## src/dtpwm_pkg.sv

```systemverilog
package dtpwm_pkg;

  // Clock and instruction-cycle timing
  localparam int CLK_PERIOD_NS    = 100;
  localparam int TCY_OSC_PERIODS  = 4;
  localparam int TCY_NS           = TCY_OSC_PERIODS * CLK_PERIOD_NS;
  localparam int TCY_CYCLES       = TCY_NS / CLK_PERIOD_NS;
  localparam logic [1:0] QLAST    = 2'(TCY_CYCLES - 1);
  localparam logic [1:0] QSAMP_A  = 2'h1;
  localparam logic [1:0] QSAMP_B  = 2'h3;

  // Register index = {bank, offset}; byte address = index * 4
  localparam logic [2:0] BANK_1   = 3'h1;
  localparam logic [2:0] BANK_2   = 3'h2;
  localparam logic [2:0] BANK_3   = 3'h3;
  localparam logic [2:0] BANK_7   = 3'h7;
  localparam logic [7:0] IDX_TIMER_ONE_COUNT  = {BANK_2, 5'h10};
  localparam logic [7:0] IDX_TIMER_TWO_COUNT  = {BANK_2, 5'h11};
  localparam logic [7:0] IDX_TIMER_ONE_PERIOD = {BANK_2, 5'h14};
  localparam logic [7:0] IDX_TIMER_TWO_PERIOD = {BANK_2, 5'h15};
  localparam logic [7:0] IDX_PWM_ONE_DUTY_LOW   = {BANK_3, 5'h10};
  localparam logic [7:0] IDX_PWM_TWO_DUTY_LOW   = {BANK_3, 5'h11};
  localparam logic [7:0] IDX_PWM_ONE_DUTY_HIGH  = {BANK_3, 5'h12};
  localparam logic [7:0] IDX_PWM_TWO_DUTY_HIGH  = {BANK_3, 5'h13};
  localparam logic [7:0] IDX_TIMER_CONTROL_ONE  = {BANK_3, 5'h16};
  localparam logic [7:0] IDX_TIMER_CONTROL_TWO  = {BANK_3, 5'h17};
  localparam logic [7:0] IDX_PWM_THREE_DUTY_LOW = {BANK_7, 5'h10};
  localparam logic [7:0] IDX_PWM_THREE_DUTY_HIGH = {BANK_7, 5'h11};
  localparam logic [7:0] IDX_TIMER_CONTROL_THREE = {BANK_7, 5'h16};
  localparam logic [7:0] IDX_PERIPHERAL_FLAGS_ONE   = {BANK_1, 5'h16};
  localparam logic [7:0] IDX_PERIPHERAL_ENABLES_ONE = {BANK_1, 5'h17};

  // Field positions
  localparam int TC1_T_ONE_SRC_SEL = 0;
  localparam int TC1_T_TWO_SRC_SEL = 1;
  localparam int TC1_CASCADE_SEL   = 3;
  localparam int TC2_TIMER_ONE_RUN = 0;
  localparam int TC2_TIMER_TWO_RUN = 1;
  localparam int TC2_PWM_ONE_EN    = 4;
  localparam int TC2_PWM_TWO_EN    = 5;
  localparam int TC3_PWM_THREE_EN  = 0;
  localparam int DCL_BASE_SEL      = 5;
  localparam int PF1_TIMER_ONE_FLAG = 4;
  localparam int PF1_TIMER_TWO_FLAG = 5;

  // Writable masks and reset values
  localparam logic [7:0] TC2_WR_MASK  = 8'h3F;
  localparam logic [7:0] TC3_WR_MASK  = 8'h1F;
  localparam logic [7:0] RST_TCON     = 8'h00;
  localparam logic [7:0] RST_PIE      = 8'h00;
  localparam logic [7:0] RST_BYTE     = 8'h00;
  localparam logic [9:0] RST_DUTY     = 10'h000;

endpackage : dtpwm_pkg

```

## src/dtpwm_top.sv

```systemverilog
// Our own choice: the Wishbone slave port.
`timescale 1ns/1ps

// Functional notes
// - Source select set: timer advances on falling edges of shared clock pin.
// - External clock pin is synchronised first, so counting lags the edge.
// - In every mode the pin is sampled twice per instruction cycle.
// - Cascade joins timer two high, timer one low; match clears, sets flag one.
// - In cascade mode timer one's source select drives the whole counter.
// - Internal source advances once per instruction cycle, Fosc over four.
// - Cascade counts only with both runs; only run one counts low byte.
// - Three outputs; one uses timer one, two and three pick either timer.
// - Duty-low bit 5 of channels two, three: clear timer one, set timer two.
// - PWM period is selected period plus one, times one instruction cycle, or one external clock period with source select set.
// - Duty is ten bits: high register, then low register bits 7:6.
// - Duty zero holds the output low for the whole period.
// - High duty equal to period: low one to four quarters at period end.
// - Full high output only when high duty exceeds the period register.
// - Duty writes go to holding latches, copied to active at rollover.
// - Duty reads return the active latches, not the holding ones.
// - PWM enable takes the pin as output; clear returns it to the port.
// - Each timer's flag marks a new period; only software clears it.
// - External clock sampling gives up to half an instruction cycle of jitter.
// - Eight-bit timer counts to period, clears next step, sets its flag.
// - A timer with run clear neither counts nor sets its flag.
module dtpwm_top
  import dtpwm_pkg::*;
#(
  parameter int NUM_CH = 3
) (
  input  wire logic              clk,
  input  wire logic              rst_n,
  input  wire logic              wb_cyc_i,
  input  wire logic              wb_stb_i,
  input  wire logic              wb_we_i,
  input  wire logic [9:0]        wb_adr_i,
  input  wire logic [3:0]        wb_sel_i,
  input  wire logic [31:0]       wb_dat_i,
  output logic      [31:0]       wb_dat_o,
  output logic                   wb_ack_o,
  input  wire logic              sharedExtTimerClk,
  input  wire logic [NUM_CH-1:0] portData,
  input  wire logic [NUM_CH-1:0] portDirInput,
  output logic      [NUM_CH-1:0] pinOut,
  output logic      [NUM_CH-1:0] pinOe
);

  // Control and status storage
  logic [7:0]        timer_control_one_q;
  logic [7:0]        timer_control_two_q;
  logic [7:0]        timer_control_three_q;
  logic [7:0]        peripheral_enables_one_q;
  logic [7:0]        pr1_q;
  logic [7:0]        pr2_q;
  logic [7:0]        timer_one_count_q;
  logic [7:0]        timer_two_count_q;
  logic              flag1_q;
  logic              flag2_q;
  logic [1:0]        qPhase_q;
  logic              extSync1_q;
  logic              extSync2_q;
  logic              extSamp_q;
  logic              ack_q;
  logic [31:0]       dat_q;
  logic [NUM_CH-1:0] pinOut_q;
  logic [NUM_CH-1:0] pinOe_q;
  logic [7:0]        holdHi_q [NUM_CH];
  logic [1:0]        holdLo_q [NUM_CH];
  logic [9:0]        actDuty_q [NUM_CH];
  logic [NUM_CH-1:0] baseSel_q;

  // Decoded controls
  logic              cascadeSel;
  logic              run1;
  logic              run2;
  logic              src1;
  logic              src2;
  logic              tcyEn;
  logic              sampleEn;
  logic              extTick;
  logic              tick1;
  logic              tick2;
  logic              roll1;
  logic              roll2;
  logic              match1;
  logic              match2;
  logic              match16;
  logic [15:0]       cnt16Inc;
  logic [NUM_CH-1:0] pwmEn;
  logic [NUM_CH-1:0] chRoll;
  logic [NUM_CH-1:0] level;

  // Bus decode
  logic              busReq;
  logic              wrEn;
  logic [7:0]        regIdx;
  logic [7:0]        wd;
  logic [7:0]        rdByte;
  logic [NUM_CH-1:0] wrHi;
  logic [NUM_CH-1:0] wrLo;

  assign busReq = wb_cyc_i & wb_stb_i & ~ack_q;
  assign wrEn   = busReq & wb_we_i & wb_sel_i[0];
  assign regIdx = wb_adr_i[9:2];
  assign wd     = wb_dat_i[7:0];
  assign cascadeSel = timer_control_one_q[TC1_CASCADE_SEL];
  assign run1       = timer_control_two_q[TC2_TIMER_ONE_RUN];
  assign run2       = timer_control_two_q[TC2_TIMER_TWO_RUN];
  assign pwmEn      = {timer_control_three_q[TC3_PWM_THREE_EN], timer_control_two_q[TC2_PWM_TWO_EN],
                       timer_control_two_q[TC2_PWM_ONE_EN]};

  // Quarter-cycle phase; instruction cycle ends at the last quarter
  always_ff @(posedge clk) begin
    if (!rst_n) begin
      qPhase_q <= 2'h0;
    end else begin
      qPhase_q <= qPhase_q + 2'h1;
    end
  end
  assign tcyEn    = (qPhase_q == QLAST);
  assign sampleEn = (qPhase_q == QSAMP_A) || (qPhase_q == QSAMP_B);
  always_ff @(posedge clk) begin
    if (!rst_n) begin
      extSync1_q <= 1'b0;
      extSync2_q <= 1'b0;
    end else begin
      extSync1_q <= sharedExtTimerClk;
      extSync2_q <= extSync1_q;
    end
  end
  always_ff @(posedge clk) begin
    if (!rst_n) begin
      extSamp_q <= 1'b0;
    end else if (sampleEn) begin
      extSamp_q <= extSync2_q;
    end
  end
  assign extTick = sampleEn & extSamp_q & ~extSync2_q;
  assign src1  = timer_control_one_q[TC1_T_ONE_SRC_SEL];
  assign src2  = cascadeSel ? src1 : timer_control_one_q[TC1_T_TWO_SRC_SEL];
  assign tick1 = src1 ? extTick : tcyEn;
  assign tick2 = src2 ? extTick : tcyEn;
  // Match and rollover terms
  assign match1   = (timer_one_count_q == pr1_q);
  assign match2   = (timer_two_count_q == pr2_q);
  assign match16  = ({timer_two_count_q, timer_one_count_q} == {pr2_q, pr1_q});
  assign cnt16Inc = {timer_two_count_q, timer_one_count_q} + 16'h0001;
  always_comb begin
    roll1 = 1'b0;
    roll2 = 1'b0;
    if (cascadeSel) begin
      roll1 = run1 & run2 & tick1 & match16;
    end else begin
      roll1 = run1 & tick1 & match1;
      roll2 = run2 & tick2 & match2;
    end
  end

  // Timer counters; a bus write overrides counting
  always_ff @(posedge clk) begin
    if (!rst_n) begin
      timer_one_count_q <= RST_BYTE;
      timer_two_count_q <= RST_BYTE;
    end else begin
      if (cascadeSel) begin
        if (run1 && tick1 && run2) begin
          if (match16) begin
            timer_one_count_q <= RST_BYTE;
            timer_two_count_q <= RST_BYTE;
          end else begin
            timer_one_count_q <= cnt16Inc[7:0];
            timer_two_count_q <= cnt16Inc[15:8];
          end
        end else if (run1 && tick1) begin
          timer_one_count_q <= timer_one_count_q + 8'h01;
        end
      end else begin
        if (run1 && tick1) begin
          timer_one_count_q <= match1 ? RST_BYTE : timer_one_count_q + 8'h01;
        end
        if (run2 && tick2) begin
          timer_two_count_q <= match2 ? RST_BYTE : timer_two_count_q + 8'h01;
        end
      end
      if (wrEn && regIdx == IDX_TIMER_ONE_COUNT) begin
        timer_one_count_q <= wd;
      end
      if (wrEn && regIdx == IDX_TIMER_TWO_COUNT) begin
        timer_two_count_q <= wd;
      end
    end
  end

  // sticky flags, set wins over clear
  always_ff @(posedge clk) begin
    if (!rst_n) begin
      flag1_q <= 1'b0;
      flag2_q <= 1'b0;
    end else begin
      if (wrEn && regIdx == IDX_PERIPHERAL_FLAGS_ONE) begin
        flag1_q <= (flag1_q & wd[PF1_TIMER_ONE_FLAG]) | roll1; // Zero clears, one keeps
        flag2_q <= (flag2_q & wd[PF1_TIMER_TWO_FLAG]) | roll2;
      end else begin
        flag1_q <= flag1_q | roll1;
        flag2_q <= flag2_q | roll2;
      end
    end
  end

  // Control, period and enable registers
  always_ff @(posedge clk) begin
    if (!rst_n) begin
      timer_control_one_q <= RST_TCON;
      timer_control_two_q <= RST_TCON;
      timer_control_three_q <= RST_TCON;
      peripheral_enables_one_q  <= RST_PIE;
      pr1_q   <= RST_BYTE;
      pr2_q   <= RST_BYTE;
    end else if (wrEn) begin
      if (regIdx == IDX_TIMER_CONTROL_ONE) begin
        timer_control_one_q <= wd;
      end else if (regIdx == IDX_TIMER_CONTROL_TWO) begin
        timer_control_two_q <= wd & TC2_WR_MASK;
      end else if (regIdx == IDX_TIMER_CONTROL_THREE) begin
        timer_control_three_q <= wd & TC3_WR_MASK;
      end else if (regIdx == IDX_PERIPHERAL_ENABLES_ONE) begin
        peripheral_enables_one_q <= wd;
      end else if (regIdx == IDX_TIMER_ONE_PERIOD) begin
        pr1_q <= wd;
      end else if (regIdx == IDX_TIMER_TWO_PERIOD) begin
        pr2_q <= wd;
      end
    end
  end

  // Duty register write strobes per channel
  always_comb begin
    wrHi = '0;
    wrLo = '0;
    if (wrEn) begin
      if (regIdx == IDX_PWM_ONE_DUTY_HIGH) begin
        wrHi[0] = 1'b1;
      end else if (regIdx == IDX_PWM_TWO_DUTY_HIGH) begin
        wrHi[1] = 1'b1;
      end else if (regIdx == IDX_PWM_THREE_DUTY_HIGH) begin
        wrHi[2] = 1'b1;
      end else if (regIdx == IDX_PWM_ONE_DUTY_LOW) begin
        wrLo[0] = 1'b1;
      end else if (regIdx == IDX_PWM_TWO_DUTY_LOW) begin
        wrLo[1] = 1'b1;
      end else if (regIdx == IDX_PWM_THREE_DUTY_LOW) begin
        wrLo[2] = 1'b1;
      end
    end
  end

  // Per-channel duty latches, compare and pin takeover
  for (genvar i = 0; i < NUM_CH; i++) begin : g_ch
    logic [7:0] chCnt;
    logic [9:0] fine;
    // channel one fixed to timer one
    if (i == 0) begin : g_fixed
      assign chRoll[i] = roll1;
      assign chCnt     = timer_one_count_q;
    end else begin : g_sel
      assign chRoll[i] = baseSel_q[i] ? roll2 : roll1;
      assign chCnt     = baseSel_q[i] ? timer_two_count_q : timer_one_count_q;
    end
    // period spans count zero to period
    assign fine = {chCnt, qPhase_q};
    // low once fine count reaches duty
    // equal high byte gives short low
    assign level[i] = (actDuty_q[i] > fine);
    always_ff @(posedge clk) begin
      if (!rst_n) begin
        holdHi_q[i] <= RST_BYTE;
        holdLo_q[i] <= 2'h0;
      end else begin
        if (wrHi[i]) begin
          holdHi_q[i] <= wd;
        end
        if (wrLo[i]) begin
          holdLo_q[i] <= wd[7:6];
        end
      end
    end

    always_ff @(posedge clk) begin
      if (!rst_n) begin
        actDuty_q[i] <= RST_DUTY;
      end else if (chRoll[i]) begin
        actDuty_q[i] <= {holdHi_q[i], holdLo_q[i]};
      end
    end

    // Base select bit is live, not double buffered
    always_ff @(posedge clk) begin
      if (!rst_n) begin
        baseSel_q[i] <= 1'b0;
      end else if (wrLo[i] && i != 0) begin
        baseSel_q[i] <= wd[DCL_BASE_SEL];
      end
    end

    always_ff @(posedge clk) begin
      if (!rst_n) begin
        pinOut_q[i] <= 1'b0;
        pinOe_q[i]  <= 1'b0;
      end else if (pwmEn[i]) begin
        pinOut_q[i] <= level[i];
        pinOe_q[i]  <= 1'b1;
      end else begin
        pinOut_q[i] <= portData[i];
        pinOe_q[i]  <= ~portDirInput[i];
      end
    end
  end

  always_comb begin
    rdByte = 8'h00;
    if (regIdx == IDX_TIMER_ONE_COUNT) begin
      rdByte = timer_one_count_q;
    end else if (regIdx == IDX_TIMER_TWO_COUNT) begin
      rdByte = timer_two_count_q;
    end else if (regIdx == IDX_TIMER_ONE_PERIOD) begin
      rdByte = pr1_q;
    end else if (regIdx == IDX_TIMER_TWO_PERIOD) begin
      rdByte = pr2_q;
    end else if (regIdx == IDX_PWM_ONE_DUTY_HIGH) begin
      rdByte = actDuty_q[0][9:2];
    end else if (regIdx == IDX_PWM_TWO_DUTY_HIGH) begin
      rdByte = actDuty_q[1][9:2];
    end else if (regIdx == IDX_PWM_THREE_DUTY_HIGH) begin
      rdByte = actDuty_q[2][9:2];
    end else if (regIdx == IDX_PWM_ONE_DUTY_LOW) begin
      rdByte = {actDuty_q[0][1:0], 6'h00};
    end else if (regIdx == IDX_PWM_TWO_DUTY_LOW) begin
      rdByte = {actDuty_q[1][1:0], baseSel_q[1], 5'h00};
    end else if (regIdx == IDX_PWM_THREE_DUTY_LOW) begin
      rdByte = {actDuty_q[2][1:0], baseSel_q[2], 5'h00};
    end else if (regIdx == IDX_TIMER_CONTROL_ONE) begin
      rdByte = timer_control_one_q;
    end else if (regIdx == IDX_TIMER_CONTROL_TWO) begin
      rdByte = timer_control_two_q;
    end else if (regIdx == IDX_TIMER_CONTROL_THREE) begin
      rdByte = timer_control_three_q;
    end else if (regIdx == IDX_PERIPHERAL_ENABLES_ONE) begin
      rdByte = peripheral_enables_one_q;
    end else if (regIdx == IDX_PERIPHERAL_FLAGS_ONE) begin
      rdByte = 8'h00;
      rdByte[PF1_TIMER_ONE_FLAG] = flag1_q;
      rdByte[PF1_TIMER_TWO_FLAG] = flag2_q;
    end
  end

  // Wishbone answer: one wait state, unmapped reads give zero
  always_ff @(posedge clk) begin
    if (!rst_n) begin
      ack_q <= 1'b0;
      dat_q <= 32'h0000_0000;
    end else begin
      ack_q <= busReq;
      if (busReq && !wb_we_i) begin
        dat_q <= {24'h00_0000, rdByte};
      end
    end
  end

  assign wb_ack_o = ack_q;
  assign wb_dat_o = dat_q;
  assign pinOut   = pinOut_q;
  assign pinOe    = pinOe_q;

endmodule : dtpwm_top

```

## config.mk

```make
export PLATFORM = sky130hd
export DESIGN_NAME = dtpwm_top
export DESIGN_NICKNAME = d
export VERILOG_FILES = /design/src/dtpwm_pkg.sv /design/src/dtpwm_top.sv
export SDC_FILE = /design/constraint.sdc
export NUM_CORES = 1
export LEC_CHECK = 0
export BUFFER_PORTS_ARGS = -buffer_cell sky130_fd_sc_hd__buf_4
export CELL_PAD_IN_SITES_DETAIL_PLACEMENT = 0
export CELL_PAD_IN_SITES_GLOBAL_PLACEMENT = 1
export CORE_ASPECT_RATIO = 1.4
export CORE_UTILIZATION = 30
export DETAILED_ROUTE_END_ITERATION = 7
export PLACE_DENSITY = 0.66
export REMOVE_ABC_BUFFERS = 1
export SETUP_SLACK_MARGIN = 0.1
export SLEW_MARGIN = 15
export SYNTH_ARGS = -nofsm -noshare
export SYNTH_HDL_FRONTEND = slang
export SYNTH_SLANG_ARGS = --single-unit
```

## constraint.sdc

```tcl
create_clock -name clk -period 3.7 [get_ports clk]
set_input_delay 1.11 -clock clk [delete_from_list [all_inputs] [get_ports clk]]
set_output_delay 1.11 -clock clk [all_outputs]
set_load 0.01 [all_outputs]
```

==> results.cfg, run 1 <==
[status]
status = complete, no violations

[run]
maxCapViolations = 0

[clock_network]
cts_root_buffer = clkbuf_16
clkTransAtPathRegs_ps = 60
ctsHoldBuffers = 0
cts_buffers = 17
worstSkewPairLatency_ps = 450
post_cts_resized = 0
clock-sinks = 143
post_cts_buffers = 0
cts_tree = built
cts_buffer_depth = 2
htreeDepth = 4

[finish]
drive_above_1_share_pct = 14.52
final-seq-area_sq_um = 3463
diodes = 0
synthToLayoutAreaGrowth_pct = 14.99
multi_input_area_sq_um = 4496
fillers = 2864
fin_cells = 1334
final_nets = 1043

[power_and_ir_drop]
sw_frac_of_total_pct = 25.32
clkPwrFrac_pct = 45.4
pwr-share-comb_pct = 7.6
leakagePower_nw = 3.615
p_int_w = 0.002683
p_per_area_nw_per_um2 = 371.3
p_switching_w = 0.0009096
peakVddDrop_uv = 259.1
pwr-share-seq_pct = 47.0

[placement]
dp_hpwl_mm = 21.25
io_buffers = 43
place_inst = 1302
finalWeightedCongestion = 0.9275

[logic_synthesis]
avgSynthCellArea_sq_um = 9.205
yosys.area.top_type_share_pct = 21.42
synth_area_leaders = edfxtp_1 (21%), dfxtp_1 (20%), mux2i_1 (7.3%)
yosys.area.top_type = edfxtp_1
synth_edf_count = 60
yosysWarnings = 0
syn_area_sq_um = 8413
synth-seq-cells = 143
synthCells = 914
synth_flop_cell = dfxtp_1
synth_seq_area_share_pct = 41.17
netlist-cell-type-count = 75
synthArstFlopShare_pct = 0

[floorplan]
die_w_microns = 143.5
ios = 97
dieArea_sq_um = 28730
coreArea_sq_um = 27570
die_h_microns = 200.1
num_rows = 72
start_util_pct = 30.52

[global_route]
grt_pass1_wl_mm = 43.25
first_global_vias = 6858
antenna_found_initial = 0
grt_usage_pct = 20.97
grt_max_degree = 58
grt-ovfl-total = 0

[setup_path]
critPathKind = reg2reg
start_kind = flop
required_ps = 3790
ff2ff_setup_slack_ps = 580
endpoint_kind = flop
cp_max_fo = 10
arrival_ps = 3220

[sta]
fin_crit_sh_pct = 84.40
finClkSkew_ps = 13.60
worst_pin_slew_ps = 881.0
slew_viol_final = 0
fmax_mhz = 320.2
maxSlewHeadroom_pct = 41.15
rsz0062_at_grt = no
fin_setup_tns_ps = 0
final_hold_viol_count = 0
period_needed_ps = 3123
setup_viol = 0

[routing]
postRouteAntennaNets = 0
route.vias.total = 7106
post_drt_wl_per_cell_microns = 21.78
drt-pass1-iter-count = 6
drtIter0Drc = 577
drc = 0
wirelength_mm = 29.05
post_drt_via_cell_ratio = 5.327

[hold_path]
hp-class = reg2reg
[cells in the mapped netlist (9+ instances only)]
| cell | instances |
|---|---|
| buf_2 | 15 |
| clkbuf_1 | 38 |
| nand2_1 | 62 |
| ha_1 | 34 |
| o21ai_0 | 41 |
| and2_1 | 60 |
| buf_4 | 24 |
| nor3_1 | 17 |
| mux2i_1 | 61 |
| xor2_1 | 16 |
| a221oi_1 | 9 |
| nand4_1 | 14 |
| dfxtp_1 | 83 |
| nor2_1 | 84 |
| a31oi_1 | 9 |
| edfxtp_1 | 60 |
| o22ai_1 | 20 |
| a21o_1 | 11 |
| nand3_1 | 44 |
| inv_1 | 23 |
| a21oi_1 | 67 |
[cell type report]
cell class	count	share of cell area (%)
clock buffers	20	4.514
clock inverters	12	1.164
inverters	24	0.9312
multi-input cells	685	46.47
flip-flops and latches	143	35.80
well taps	370	4.785
repair buffers	80	6.337
[path summary, 6_finish.rpt]
kind,end,depth (start not counted),from
max,actDuty_q[1][3],6,qPhase_q[0]
min,extSync2_q,1,extSync1_q
max reg2reg,actDuty_q[1][3],6,qPhase_q[0]
min reg2reg,extSync2_q,1,extSync1_q
[critical path, cell delays in order (launching register included)]
cell	delay [ps]
dfxtp_1	470
ha_1	370
a21oi_2	130
a211oi_4	470
nand4_4	290
a2111oi_2	580
or3_1	460
[cell usage in the layout (no fill, tap or decap), types with 6 or more instances in the layout]
cell / netlist / layout
nor2_1: 84 / 84
dfxtp_1: 83 / 83
buf_4: 24 / 79
a21oi_1: 67 / 67
nand2_1: 62 / 62
mux2i_1: 61 / 61
and2_1: 60 / 60
edfxtp_1: 60 / 60
nand3_1: 44 / 44
o21ai_0: 41 / 41
ha_1: 34 / 34
conb_1: 1 / 24
inv_1: 23 / 22
o22ai_1: 20 / 20
nor3_1: 17 / 17
clkbuf_16: 0 / 17
xor2_1: 16 / 16
nand4_1: 14 / 14
a21o_1: 11 / 11
a221oi_1: 9 / 9
a31oi_1: 9 / 9
nand2b_1: 6 / 6
nor4_1: 6 / 6
nor2b_1: 6 / 6
[through the flow]
step / total power [W] / area, sq um / utilization [%] / setup slack [ps] / hold WS (ps)
after floorplan: 0.001839 / 8049 / - / 737.8 / 411.8
after global placement: 0.001990 / 9125 / 33.10 / 443.7 / 415.6
after detailed placement: 0.001992 / 9125 / 33.10 / 470.6 / 422.5
after CTS: 0.003619 / 9674 / 35.09 / 590.2 / 436.5
after global routing: 0.003704 / 9674 / 35.09 / 417.4 / 481.7
final: 0.003592 / 9674 / 35.09 / 577.3 / 433.4
[routing by layer]
metal | GRT usage [%] | share of wire, % | vias up
met3 | 3.729 | 4.9 | 63
li1 | - | - | 3359
met4 | 10.26 | 4.1 | 0
met2 | 35.96 | 50 | 240
met1 | 24.86 | 41 | 3444
met5 | 0 | 0 | -
[state kept, by name, indices dropped and copies added, names as in the netlist, 6 cells and up]
register,cells
g_ch.chCnt,8
timer_control_one_q,8
actDuty_q,30
timer_control_two_q,6
wb_dat_o,8
pr2_q,8
peripheral_enables_one_q,8
holdHi_q,24
pr1_q,8
timer_two_count_q,8
holdLo_q,6
[kinds of logic (layout without fill, tap and decap cells)]
group | Yosys count | in the layout | synth area share (%)
AOI/OAI and AO/OA | 205 | 205 | 15.79
adders and majority gates | 34 | 34 | 5.057
xor gates and xnor gates | 18 | 18 | 1.963
muxes | 64 | 64 | 7.659
buffers and inverters | 109 | 136 | 6.425
and+or+nand+nor | 340 | 340 | 21.89
other | 1 | 24 | 0.04457
DFF | 143 | 143 | 41.17
[power by group through the flow]
stage	Combinational [W]	Clock [W]	Sequential, W
after floorplan	0.000123	0	0.00172
after global placement	0.000267	0	0.00172
after detailed placement	0.000269	0	0.00172
after CTS	0.000271	0.00166	0.00169
after global routing	0.000295	0.00172	0.00169
final	0.000272	0.00163	0.00169
Note: power is estimated with default switching activity, not from simulation.
==> inputs of run 2 (changes only) <==
Settings changed: PLACE_DENSITY 0.66 to 0.68.
Clock period 3.7 ns to 2.7 ns, I/O delays scaled along.
==> results.cfg, run 2 (same netlist as run 1, synthesis figures left out) <==
[floorplan]
start_util_pct = 30.52
ios = 97
die_h_microns = 200.1
num_rows = 72
dieArea_sq_um = 28730
coreArea_sq_um = 27570
die_w_microns = 143.5

[sta]
rsz0062_at_grt = no
fin_setup_tns_ps = 0
slew_viol_final = 0
setup_viol = 0
period_needed_ps = 2508
fin_crit_sh_pct = 92.90
finClkSkew_ps = 6.738
final_hold_viol_count = 0
maxSlewHeadroom_pct = 62.32
fmax_mhz = 398.7
worst_pin_slew_ps = 563.8

[clock_network]
cts_root_buffer = clkbuf_16
cts_buffer_depth = 2
clock-sinks = 143
cts_tree = built
worstSkewPairLatency_ps = 450
clkTransAtPathRegs_ps = 60
post_cts_buffers = 0
cts_buffers = 17
htreeDepth = 4

[finish]
final_cell_mix = buf_4 (141), nor2_1 (84), dfxtp_1 (83)
drive_above_1_share_pct = 20.04
fin_cells = 1398
diodes = 0
fillers = 2859
layout.cells.most_common = buf_4
top_register = actDuty_q
synthToLayoutAreaGrowth_pct = 21.61
largestRegisters = actDuty_q x30, holdHi_q x24
largest_register_ffs = 30
final_nets = 1107

[setup_path]
r2r_cells = 7
ff2ff_setup_slack_ps = 190
required_ps = 3010
critPathKind = reg2reg
rr_endpoint = actDuty_q[0][6]
crit_path_start = g_ch[0].chCnt[5]
cp_max_fo = 10
start_kind = flop
endpoint_kind = flop
arrival_ps = 2820
regToRegStartpoint = g_ch[0].chCnt[5]

[placement]
finalWeightedCongestion = 0.9846
dp_hpwl_mm = 23.03
io_buffers = 43
place_inst = 1366

[global_route]
antenna_found_initial = 0
first_global_vias = 7366
grt_pass1_wl_mm = 45.37
grt_max_degree = 23
grt-ovfl-total = 0
grt_usage_pct = 21.92

[hold_path]
hold_depth = 1
hp-start = extSync1_q
hp-class = reg2reg
hold_end = extSync2_q

[power_and_ir_drop]
pwr-share-seq_pct = 45.2
sw_frac_of_total_pct = 25.35
p_int_w = 0.003814
peakVddDrop_uv = 318.7
clkPwrFrac_pct = 46.7
p_per_area_nw_per_um2 = 499.4
pwr-share-comb_pct = 8.1
leakagePower_nw = 3.969
p_total_w = 0.005109
p_switching_w = 0.001295

[routing]
m1WireLength_mm = 11.79
dr.max_layer_used = met4
post_drt_wl_per_cell_microns = 21.55
postRouteAntennaNets = 0
drtIter0Drc = 622
wirelength_mm = 30.13
route.vias.total = 7400
wl_met3_mm = 1.411
wl_met2_mm = 15.26
post_drt_via_cell_ratio = 5.293
drt-pass1-iter-count = 5
drc = 0

[run]
maxCapViolations = 0

[status]
status = complete, no violations
==> run 2: stage by stage <==
step	setup slack, ps	utilization, %	instance area (sq um)	hold WS [ps]
finish	191.8	37.11	10230	433.6
global route	144.8	37.11	10230	450.1
CTS	156.9	37.06	10220	432.9
detailed placement	55.70	34.94	9630	422.7
global placement	67.27	34.94	9630	415.1
floorplan	37.80	-	8049	411.8
==> run 2: layer usage <==
metal  vias to the layer above  track usage, %
li1                       3499               -
met1                      3552           25.23
met2                       269           37.74
met3                        80           3.180
met4                         0           13.41
met5                         -               0
==> run 2: how the worst max path moves through the flow <==
stage | slack, ps | depth (start not counted) | to
after floorplan | 40 | 5 | wb_dat_o[4]
after global placement | 70 | 9 | wb_dat_o[4]
after detailed placement | 60 | 5 | holdLo_q[2][0]
after CTS | 160 | 8 | actDuty_q[1][5]
after global routing | 140 | 7 | actDuty_q[0][0]
final | 190 | 7 | actDuty_q[0][6]
==> run 2: power groups by stage <==
stage	Clock (W)	Combinational [W]	Sequential, W
6_report	0.00238	0.000413	0.00231
2_1_floorplan	0	0.000169	0.00235
3_5_place_dp	0	0.000409	0.00236
4_1_cts	0.00242	0.000410	0.00231
3_3_place_gp	0	0.000406	0.00236
5_1_grt	0.00250	0.000449	0.00231
==> run 2: final cells by class <==
cell class / instances / area [sq um] / share of cell area (%)
clock buffers: 18 / 429.2 / 4.195
clock inverters: 14 / 157.7 / 1.541
inverters: 24 / 90.09 / 0.8805
multi-input cells: 685 / 4509 / 44.07
flip-flops and latches: 143 / 3463 / 33.85
well taps: 370 / 462.9 / 4.525
repair buffers: 144 / 1119 / 10.93
==> run 2: worst max-delay path, cell delays in order, from the launching register on <==
cell and delay (ps):
dfxtp_1 560, xor2_1 120, nor4_1 310, nand2_1 300
buf_4 230, a211o_2 340, nor2_2 330, and2_1 190
==> run 2: timing repair <==
action | CTS | global route
hold buffers | 0 | 0
resized for setup | 0 | 2
setup endpoints to repair | 0 | 21
==> inputs of run 3 (changes only) <==
Settings changed: RECOVER_POWER from default to 25.
==> results.cfg, run 3 (same netlist as run 1, synthesis figures left out) <==
[clock_network]
cts_tree = built
clock-sinks = 143
cts_root_buffer = clkbuf_16
cts_buffers = 17
htreeDepth = 4
cts_buffer_depth = 2
worstSkewPairLatency_ps = 440
clkTransAtPathRegs_ps = 60

[finish]
top_register = actDuty_q
layout.cells.most_common = buf_4
largest_register_ffs = 30
fillers = 2888
drive_above_1_share_pct = 17.51
final_cell_mix = buf_4 (117), nor2_1 (84), dfxtp_1 (83)
synthToLayoutAreaGrowth_pct = 20.20
final_nets = 1107
diodes = 0
largestRegisters = actDuty_q x30, holdHi_q x24

[global_route]
first_global_vias = 7366
grt_pass1_wl_mm = 45.37
antenna_found_initial = 0
grt_usage_pct = 21.92
grt-ovfl-total = 0
grt_max_degree = 23

[routing]
drt-pass1-iter-count = 7
route.vias.total = 7410
wirelength_mm = 30.09
drtIter0Drc = 614
drc = 0
post_drt_wl_per_cell_microns = 21.52
postRouteAntennaNets = 0
post_drt_via_cell_ratio = 5.300

[sta]
rsz0062_at_grt = no
final_hold_viol_count = 0
setup_viol = 0
whs_ps = 434.1
fin_setup_tns_ps = 0
finClkSkew_ps = 5.313
maxSlewHeadroom_pct = 36.56
worst_pin_slew_ps = 950.6
slew_viol_final = 0
fmax_mhz = 388.0
fin_crit_sh_pct = 95.47
period_needed_ps = 2578
setup_ws_ps = 122.4

[floorplan]
coreArea_sq_um = 27570
ios = 97
num_rows = 72
dieArea_sq_um = 28730
start_util_pct = 30.52
die_w_microns = 143.5
die_h_microns = 200.1

[setup_path]
crit_slowest_cell = inv_1
arrival_ps = 2960
start_kind = input pin
endpoint_kind = flop
cp_cell_sequence = clkbuf_1, inv_1, nor3_1, nand2_1, nor4_1, a211o_1
crit_family = buffers and inverters
cp_slowest_stage_delay_ps = 640
path_buf_inv = 2
cp_max_fo = 14
ff2ff_setup_slack_ps = 230
required_ps = 3080
critPathKind = in2reg

[power_and_ir_drop]
p_per_area_nw_per_um2 = 504.0
leakagePower_nw = 3.863
peakVddDrop_uv = 312.5

[placement]
pre_cts_slack_ps = 55.70
dp_hpwl_mm = 23.03
finalWeightedCongestion = 0.9846
io_buffers = 43

[run]
maxCapViolations = 0

[status]
status = complete, no violations

[hold_path]
hp-class = reg2reg
## run 3: cell count changes in the layout (fill, tap and decap cells not counted), moves of 2 or more
| cell | change |
|---|---|
| nor4_4 | -2 |
| clkbuf_1 | +23 |
| buf_4 | -24 |
| nor4_1 | +2 |
## run 3: layout make-up
| class | count | area, sq um | area share (%) |
|---|---|---|---|
| clock inverters | 14 | 157.7 | 1.559 |
| clock buffers | 18 | 429.2 | 4.244 |
| well taps | 370 | 462.9 | 4.578 |
| multi-input cells | 685 | 4479 | 44.30 |
| inverters | 24 | 90.09 | 0.8909 |
| repair buffers | 144 | 1030 | 10.18 |
| flip-flops and latches | 143 | 3463 | 34.25 |
## run 3: worst paths after layout
path,from,to,depth (start not counted)
max,rst_n,wb_dat_o[4],6
min,extSync1_q,extSync2_q,1
max reg2reg,g_ch[0].chCnt[5],actDuty_q[0][6],7
min reg2reg,extSync1_q,extSync2_q,1
## run 3: power by group
group / internal [W] / switching (W) / total [W]
logic: 0.000142 / 0.000263 / 0.000404
clock network: 0.00137 / 0.00101 / 0.00238
registers: 0.00229 / 0.0000221 / 0.00231
## run 3: repair_timing
| item | in CTS | in global routing |
|---|---|---|
| setup endpoints to repair | 0 | 21 |
| setup buffers | 0 | 0 |
| hold buffers | 0 | 0 |
| gates resized for setup | 0 | 2 |
## run 3: stage by stage
stage | area, sq um | power [W] | util, % | std cells
finish | 10110 | 0.005096 | 36.68 | 1398
global route | 10110 | 0.005253 | 36.68 | 1398
floorplan | 8049 | 0.002521 | - | 852
detailed placement | 9630 | 0.002768 | 34.94 | 1366
global placement | 9630 | 0.002765 | 34.94 | 1366
CTS | 10220 | 0.005147 | 37.06 | 1398
## run 3: layer usage
layer	GRT usage, %	wire length, microns	vias to the layer above
li1	-	-	3493
met3	3.180	1457	78
met5	0	0	-
met4	13.41	1697	0
met1	25.23	11740	3562
met2	37.74	15190	277
